[config.mk]
export PLATFORM = sky130hd
export DESIGN_NAME = psdd_decoder
export DESIGN_NICKNAME = d
export VERILOG_FILES = /design/src/psdd_pkg.sv /design/src/psdd_decoder.sv
export SDC_FILE = /design/constraint.sdc
export NUM_CORES = 1
export LEC_CHECK = 0
export ABC_AREA = 1
export BUFFER_PORTS_ARGS = -buffer_cell sky130_fd_sc_hd__buf_2
export CAP_MARGIN = 20
export CORE_MARGIN = 5
export CORE_UTILIZATION = 50
export CTS_CLUSTER_DIAMETER = 50
export DETAILED_ROUTE_END_ITERATION = 8
export GPL_TIMING_DRIVEN = 0
export PLACE_DENSITY = 0.75
export SLEW_MARGIN = 20
export SYNTH_ARGS = -nofsm -noshare
export SYNTH_HDL_FRONTEND = slang
export SYNTH_SLANG_ARGS = --single-unit
[constraint.sdc]
create_clock -name sys_clk -period 1.5 [get_ports sys_clk]
set_input_delay 0.3 -clock sys_clk [delete_from_list [all_inputs] [get_ports sys_clk]]
set_output_delay 0.3 -clock sys_clk [all_outputs]
set_load 0.01 [all_outputs]
[src/psdd_pkg.sv]
// Purpose: Constants for the push switch dim decoder
// Assumes: One mains cycle tick per period of the supply
// Notes: Thresholds are held in milliseconds and converted to mains cycles here
package psdd_pkg;

  // Mains timing base
  localparam int MAINS_PERIOD_MS = 20;
  localparam int IGNORE_MS = 40;
  localparam int SHORT_MAX_MS = 400;
  localparam int SYNC_MS = 10000;

  localparam int CNT_W = 9;
  typedef logic [CNT_W-1:0] psdd_cnt_t;

  // Least times round up to whole mains cycles
  localparam psdd_cnt_t IGNORE_CYC = psdd_cnt_t'((IGNORE_MS + MAINS_PERIOD_MS - 1) / MAINS_PERIOD_MS);
  localparam psdd_cnt_t SHORT_MAX_CYC = psdd_cnt_t'(SHORT_MAX_MS / MAINS_PERIOD_MS);
  localparam psdd_cnt_t SYNC_CYC = psdd_cnt_t'((SYNC_MS + MAINS_PERIOD_MS - 1) / MAINS_PERIOD_MS);
  localparam psdd_cnt_t CNT_ZERO = 9'h000;
  localparam psdd_cnt_t CNT_ONE = 9'h001;

  // Light level scale, 8 bits, full scale is 100 percent
  typedef logic [7:0] psdd_level_t;
  localparam psdd_level_t LEVEL_MAX = 8'hFF;
  localparam psdd_level_t LEVEL_MIN = 8'h01;
  localparam psdd_level_t LEVEL_SYNC = 8'h5E; // 37 percent of full scale
  localparam psdd_level_t LEVEL_RESET = 8'hFF;
  localparam psdd_level_t LEVEL_STEP = 8'h01;

  typedef enum logic [2:0] {
    ST_RESTORE = 3'b000,
    ST_IDLE = 3'b001,
    ST_PRESS = 3'b010,
    ST_ADJUST = 3'b011,
    ST_SYNCED = 3'b100
  } psdd_state_e;

endpackage : psdd_pkg

[src/psdd_decoder.sv]
// Purpose: Sort push switch contacts on the dim input into ignore, toggle, dim and sync
// Assumes: dimPresent is a clean level, mainsTick one pulse per mains cycle, both synchronous
// Notes: rst stands for power return; the stored state is read back on the first cycle after it
`timescale 1ns/1ps

// Contract
// - Contacts under 40 ms are ignored; 40 to 400 ms toggle the lamp.
// - Contacts past 400 ms and under 10000 ms dim continuously while held.
// - Each new dimming run goes opposite to the previous run's direction.
// - Holding 10 s or more sets level 37 percent and direction downward.
// - Contact duration is measured by counting mains cycles on the dim input.
// - Level is saved to non-volatile storage on power loss and restored after.
// - A lamp that was off at power loss stays off after power returns.
module psdd_decoder (
  input wire logic sys_clk,
  input wire logic rst,
  input wire logic dimPresent,
  input wire logic mainsTick,
  input wire logic powerFail,
  input wire psdd_pkg::psdd_level_t nvLevelIn,
  input wire logic nvLampOnIn,
  output logic lampOn,
  output psdd_pkg::psdd_level_t lightLevel,
  output logic dimUp,
  output logic adjusting,
  output logic nvWrite,
  output psdd_pkg::psdd_level_t nvLevelOut,
  output logic nvLampOnOut
);
  import psdd_pkg::*;

  psdd_state_e state_r;
  psdd_cnt_t holdCnt_r;
  logic lampOn_r;
  psdd_level_t level_r;
  logic dimUp_r;
  logic nvWrite_r;
  psdd_level_t nvLevel_r;
  logic nvLampOn_r;
  logic adjusting_r;
  // Decoded contact events; dimStart and syncHit are shared by several processes, toggleHit feeds only the lamp
  logic dimStart;
  logic syncHit;
  logic toggleHit;

  // One dimming step in the given direction, clamped to the usable range
  function automatic psdd_level_t stepLevel(input psdd_level_t lvl, input logic up);
    psdd_level_t res;
    res = lvl;
    if (up) begin
      if (lvl < LEVEL_MAX) begin
        res = lvl + LEVEL_STEP;
      end
    end else begin
      if (lvl > LEVEL_MIN) begin
        res = lvl - LEVEL_STEP;
      end
    end
    return res;
  endfunction : stepLevel

  // Contact has outlived a short push while still closed: a dimming run starts
  function automatic logic isDimStart(input psdd_state_e st, input logic closed, input psdd_cnt_t cnt);
    logic hit;
    hit = 1'b0;
    if (st == ST_PRESS && closed && cnt > SHORT_MAX_CYC) begin
      hit = 1'b1;
    end
    return hit;
  endfunction : isDimStart

  // Contact held through the whole sync time while dimming
  function automatic logic isSyncHit(input psdd_state_e st, input logic closed, input psdd_cnt_t cnt);
    logic hit;
    hit = 1'b0;
    if (st == ST_ADJUST && closed && cnt >= SYNC_CYC) begin
      hit = 1'b1;
    end
    return hit;
  endfunction : isSyncHit

  // Released short push that lasted long enough not to be noise
  function automatic logic isToggle(input psdd_state_e st, input logic closed, input psdd_cnt_t cnt);
    logic hit;
    hit = 1'b0;
    if (st == ST_PRESS && !closed && cnt >= IGNORE_CYC) begin
      hit = 1'b1;
    end
    return hit;
  endfunction : isToggle

  // One decode feeds state, lamp and direction so they cannot disagree on the edge
  assign dimStart = isDimStart(state_r, dimPresent, holdCnt_r);
  assign syncHit = isSyncHit(state_r, dimPresent, holdCnt_r);
  assign toggleHit = isToggle(state_r, dimPresent, holdCnt_r);

  // Contact timing and classification
  always_ff @(posedge sys_clk) begin
    if (rst) begin
      state_r <= ST_RESTORE;
    end else begin
      case (state_r)
        ST_RESTORE: begin
          state_r <= ST_IDLE;
        end
        ST_IDLE: begin
          if (dimPresent) begin
            state_r <= ST_PRESS;
          end
        end
        ST_PRESS: begin
          if (!dimPresent) begin
            state_r <= ST_IDLE;
          end else if (dimStart) begin
            state_r <= ST_ADJUST;
          end
        end
        ST_ADJUST: begin
          if (!dimPresent) begin
            state_r <= ST_IDLE;
          end else if (syncHit) begin
            state_r <= ST_SYNCED;
          end
        end
        ST_SYNCED: begin
          if (!dimPresent) begin
            state_r <= ST_IDLE;
          end
        end
        default: begin
          state_r <= ST_IDLE;
        end
      endcase
    end
  end

  // Mains cycles counted while the contact lasts; saturates so a stuck switch cannot wrap
  always_ff @(posedge sys_clk) begin
    if (rst) begin
      holdCnt_r <= CNT_ZERO;
    end else if (state_r == ST_IDLE) begin
      holdCnt_r <= CNT_ZERO;
    end else if (dimPresent && mainsTick && holdCnt_r < SYNC_CYC) begin
      holdCnt_r <= holdCnt_r + CNT_ONE;
    end
  end

  // Lamp on/off: toggled on release, restored after power return
  always_ff @(posedge sys_clk) begin
    if (rst) begin
      lampOn_r <= 1'b0;
    end else if (state_r == ST_RESTORE) begin
      lampOn_r <= nvLampOnIn;
    end else if (toggleHit) begin
      lampOn_r <= !lampOn_r;
    end else if (dimStart) begin
      lampOn_r <= 1'b1; // Dimming from dark lights the lamp first
    end
  end

  // Light level: restored, stepped once per mains cycle while dimming, or forced by sync
  always_ff @(posedge sys_clk) begin
    if (rst) begin
      level_r <= LEVEL_RESET;
    end else if (state_r == ST_RESTORE) begin
      level_r <= nvLevelIn;
    end else if (syncHit) begin
      level_r <= LEVEL_SYNC;
    end else if (state_r == ST_ADJUST && dimPresent && mainsTick) begin
      level_r <= stepLevel(level_r, dimUp_r);
    end
  end

  // Registered dimming flag, moved on the same edges as the state
  // so the output carries no decode glitch
  always_ff @(posedge sys_clk) begin
    if (rst) begin
      adjusting_r <= 1'b0;
    end else if (dimStart) begin
      adjusting_r <= 1'b1;
    end else if (state_r == ST_ADJUST && (!dimPresent || syncHit)) begin
      adjusting_r <= 1'b0;
    end
  end

  // Dimming direction: flipped at each new run, forced down by sync
  always_ff @(posedge sys_clk) begin
    if (rst) begin
      dimUp_r <= 1'b0;
    end else if (dimStart) begin
      dimUp_r <= !dimUp_r;
    end else if (syncHit) begin
      dimUp_r <= 1'b0;
    end
  end

  // Snapshot to storage on power loss; each pulse lasts one cycle, and while powerFail stays high it repeats every second cycle
  always_ff @(posedge sys_clk) begin
    if (rst) begin
      nvWrite_r <= 1'b0;
      nvLevel_r <= LEVEL_RESET;
      nvLampOn_r <= 1'b0;
    end else begin
      nvWrite_r <= powerFail && !nvWrite_r;
      if (powerFail && !nvWrite_r) begin
        nvLevel_r <= level_r;
        nvLampOn_r <= lampOn_r;
      end
    end
  end

  assign lampOn = lampOn_r;
  assign lightLevel = level_r;
  assign dimUp = dimUp_r;
  assign adjusting = adjusting_r;
  assign nvWrite = nvWrite_r;
  assign nvLevelOut = nvLevel_r;
  assign nvLampOnOut = nvLampOn_r;

endmodule : psdd_decoder

======== Yosys cells after proc, flatten, opt, wreduce, memory -nomap -nowiden ========
Cells that the tools add are included.
storage, ports and cells
  flip-flop bits (word level) ............. 33
  input port bits ......................... 14
  logic and storage cells ................. 75
cells by class
  eq/ne operators ......................... 9
  magnitude comparators ................... 6
  add/sub/neg operators ................... 3
  mux-type cells .......................... 23
  reductions and logical operators ........ 25
operators by type and width
  operator             number
  $mux 8               6
  $mux 3               6
  $pmux 3 s4           1
  $logic_and 1x1->1    11
  $mux 1               10
  $add 9x1->9 const B  1
  $ge 9x2->1 const B   1
  $ge 9x9->1 const B   1
  $gt 9x5->1 const B   1
  $lt 9x9->1 const B   1
  $add 8x1->8 const B  1
  $gt 8x1->1 const B   1
  $lt 8x8->1 const B   1
  $sub 8x1->8 const B  1
  $eq 3x2->1 const B   2
  $ne 3x3->1 const B   2
  $reduce_bool 3->1    2
  $logic_not 1->1      4
  $ne 2x2->1 const B   2
  $ne 4x1->1 const B   1
  $reduce_and 4->1     1
  $reduce_bool 2->1    2
  $reduce_bool 4->1    1
  $eq 3x1->1 const B   1
  other kinds (5)      5

======== Longest topological paths before layout ========
  depth in word-level cells ............... 8
  gate-level depth with buffers ........... 11
  depth with buffers taken out ............ 11

======== Worst setup path after synthesis ========
Ideal clock, no wire load.
  path kind ............................... register -> register
  start ................................... register level_r[0] (netlist: lightLevel[0])
  end ..................................... register level_r[3] (netlist: lightLevel[3])
  buffers on the path ..................... 0
  data required time ...................... 1.388 ns
  slack ................................... -0.134 ns
  period minus slack after synthesis ...... 1.634 ns
  cell stages (with the launch flop) ...... 10
  arrival ................................. 1.521 ns
  library setup time ...................... 0.112 ns
  path through ............................ dfxtp_1 -> inv_1 -> ha_1 -> or2_2 -> nand3_1 -> nand3_4 -> nand3_1 -> nand2_1 -> inv_1 -> nand2_1
between the ends
  cells in the longest elaborated chain, start to end .. 6
  elaborated cells between the ends (all ways) .. 13
  those cells by class .................... add/sub (2); order compare (2); eq/ne (1); mux (6); reduce/logical (2)
RTL lines
  what                                               line                                    RTL
  from (decl)                                        psdd_decoder.sv:35                      psdd_level_t level_r;
  from (signal assigned)                             psdd_decoder.sv:166                     level_r <= nvLevelIn;
  from (signal assigned)                             psdd_decoder.sv:170                     level_r <= stepLevel(level_r, dimUp_r);
  $sub 8x1->8 / $add 8x1->8 (equally long branches)  psdd_decoder.sv:56, psdd_decoder.sv:52
  $mux 8 (on tied branches)                          psdd_decoder.sv:55, psdd_decoder.sv:51
  $mux 8                                             psdd_decoder.sv:50                      if (up) begin
  $mux 8                                             psdd_decoder.sv:169                     end else if (state_r == ST_ADJUST && dimPresent && mainsTick) begin
  $mux 8                                             psdd_decoder.sv:167                     end else if (syncHit) begin
  $mux 8                                             psdd_decoder.sv:165                     end else if (state_r == ST_RESTORE) begin
Parallel ways exist; a longest one is shown, timed or not. The select of a mux whose other input is x is not followed.
A chain may end at the register's enable or synchronous reset.

======== Final worst setup path ========
  start ................................... register level_r[0] (netlist: lightLevel[0])
  end ..................................... register level_r[6] (netlist: lightLevel[6])
The elaborated chain is that of the path after synthesis.

==> reports/qor.yml <==
synthesis:
  synth_compound_area_share_pct: 9.73
  synth_fa_ha_area_share_pct: 3.06
  ys_ff_latch: 33
  avgSynthCellArea_um2: 6.88
  ys_types: 35
  synthArstFlopShare_pct: 0
  ys_seq_area_share_pct: 32.3
  netlist_top_cells_area: "dfxtp_1, nand2_1, nand3_1"
  ys.warnings.count: 0
  synthMuxAreaShare_pct: 0
  synthesis.nets: 316
  synth_top_family_by_area: "simple AND/OR/NAND/NOR gates"
  yosysTopAreaCellShare_pct: 32.3
  yosysMostFrequentCell: "nand2_1"
  synth_area_um2: 2040
  synthSimpleGateAreaFrac_pct: 43.0
  yosysTopAreaCell: "dfxtp_1"
  yosys-top-cells-count: "nand2_1, nand3_1, inv_1, dfxtp_1, nor2_1"
  syn-instance-count: 297
  ys.flop_type: "dfxtp_1"
  synth_edf_count: 0
  synth_xor_area_share_pct: 1.71
cells_and_area:
  num-fill-cells: 346
  post-route-util_pct: 66.4
  syn2layout_area_growth_pct: 28.9
  num_antenna_cells: 0
  final_nets: 369
  drive_gt1_share_pct: 34.8
critical_path:
  worst-setup-path-type: "flip-flop to flip-flop"
  r2r-start: "lightLevel[0]"
  startpoint_type: "flip-flop"
  r2r_end: "lightLevel[6]"
  r2r_slack_ns: 0.02
  endpoint_kind: "flip-flop"
  critPathLaunch: "lightLevel[0]"
  arrival_ns: 1.71
  crit_required_ns: 1.73
  crit_fanout: 8
  r2r_cells: 8
timing:
  fin_tns_setup_ns: 0
  tightest_slew_ns: 0.562
  fmax_ghz: 0.677
  slew_headroom_pct: 62.5
  hold_viol_final: 0
  holdWs_ns: 0.224
  min_period_ns: 1.48
  fin_skew_ns: 0.00615
  post-route-period-util_pct: 98.5
  finalSetupViolCount: 0
  report.final.slew_viol_count: 0
  rsz0062_at_grt: "true"
die:
  die_y_um: 73.9
  dieArea_um2: 5470
  num_io_pins: 35
  coreArea_um2: 3970
  die_w_um: 73.9
  rows: 23
  start_util_pct: 51.5
clocking:
  cts_buffer_depth: 2
  clk_latency_ns: 0.29
  root_buffer: "clkbuf_8"
  clk_pin_slew_ns: 0.07
  clock-sinks: 33
  htreeDepth: 2
  cts_buffers: 5
  cts_tree: "done"
detailed_routing:
  post-route-drc-count: 0
  viasPerCell: 5.24
  top_layer_used: "met4"
  dr.pass1.iters: 4
  vias: 2103
  postRouteWirelength_mm: 5.38
  antenna_left: 0
  drtIter0Drc: 170
  wire_per_inst_um: 13.4
  wl_met3_um: 347
  route.met2.wl_mm: 2.70
  wl_met1_mm: 2.25
global_routing:
  antenna_found_initial: 0
  grt_overflow: 0
  grt_max_degree: 11
  grt_pass1_wl_mm: 8.60
  grt_pass1_vias: 1889
  grt_usage_pct: 20.1
hold_path:
  hold_depth: 2
  hold_path_end: "nvWrite"
  min_from: "rst"
  hp-class: "input pin to flip-flop"
run_status:
  outcome: "finished clean"
power_and_ir_drop:
  finalPower_mw: 4.39
  irDropWorstVdd_v: 0.00101
  p_leak_nw: 1.31
  powerDensity_nw_per_um2: 1660
flow_run:
  drv_cap: 0
place:
  gp_congestion: 0.884
  port_buffers: 34
  dpl.hpwl_mm: 3.73
==> metrics by stage <==
| step | area, um^2 | setup WS, ns | std cells |
|---|---|---|---|
| 2_1_floorplan | 2050 | 0.0239 | 297 |
| 6_report | 2640 | 0.0224 | 401 |
| 3_3_place_gp | 2280 | -0.0863 | 381 |
| 3_5_place_dp | 2280 | -0.132 | 381 |
| 5_1_grt | 2640 | -0.0663 | 401 |
| 4_1_cts | 2440 | 0.000536 | 391 |
==> kinds of logic after synthesis <==
group / after synthesis
AO/OA/AOI/OAI: 35
XOR/XNOR: 4
adder cells (fa/ha/maj): 5
buffers and inverters: 50
flip-flops: 33
AND/OR/NAND/NOR: 170
==> area by class of cell <==
cell class	count	area, um^2	share of cell area (%)
clock buffer	6	72.6	2.75
inverter	43	169	6.41
tap	50	62.6	2.37
multi-input combinational	215	1320	50.2
timing repair buffer	46	273	10.3
sequential	33	678	25.7
clock inverter	2	10.0	0.380
buffer	6	48.8	1.85
==> flip-flops by register name (all words and copies together) (netlist names) <==
name         flops
nvLevelOut       8
nvLampOnOut      1
nvWrite          1
dimUp            1
state_r          3
lampOn           1
lightLevel       8
adjusting        1
holdCnt_r        9
==> where the power goes <==
| group | internal (mW) | switching [mW] | leakage (nW) |
|---|---|---|---|
| clock | 0.322 | 0.341 | 0.0450 |
| combinational | 1.03 | 1.36 | 0.991 |
| sequential | 1.07 | 0.268 | 0.273 |
| total | 2.42 | 1.97 | 1.31 |
==> worst max-delay path: stages, from the launching register on <==
cell and delay, ns:
dfxtp_4 0.41, inv_6 0.05, ha_4 0.15, or2_4 0.25, nand3_4 0.10, nand3_4 0.15, nand2_8 0.16, nand3_2 0.07
nand2_1 0.06
==> how the worst max path moves through the flow <==
| stage | to | slack, ns |
|---|---|---|
| floorplan | lightLevel[3] | 0.02 |
| global placement | lightLevel[2] | -0.09 |
| detailed placement | lightLevel[6] | -0.13 |
| CTS | lightLevel[3] | 0.0005 |
| global route | lightLevel[0] | -0.07 |
| finish | lightLevel[6] | 0.02 |
==> routing by layer <==
layer,up-vias,track usage (%)
met5,-,0
met4,0,5.63
met3,10,4.05
met2,68,35.8
met1,958,24.5
li1,1067,-
==> cells in the final DEF (no fill, tap or decap), types with 4 or more instances in the layout <==
master	instances
clkbuf_8	5
nand3_1	29
nor2_4	6
or2_1	4
clkbuf_1	4
dfxtp_1	23
o211ai_1	8
a21oi_1	13
dfxtp_2	8
nand3_2	14
inv_1	34
buf_4	11
xor2_1	4
buf_2	34
nor2_1	15
nand2_1	71
o21ai_1	4
o21ai_0	8
inv_2	7
nand2_2	10
==> timing repair <==
action	CTS	global route
gates cloned	1	0
hold buffers	0	0
setup endpoints to repair	8	15
resized for setup	14	35
buffers inserted	1	11
pin swaps	2	10
hold endpoints to repair	0	0
Power figures use the tool's default switching activity.
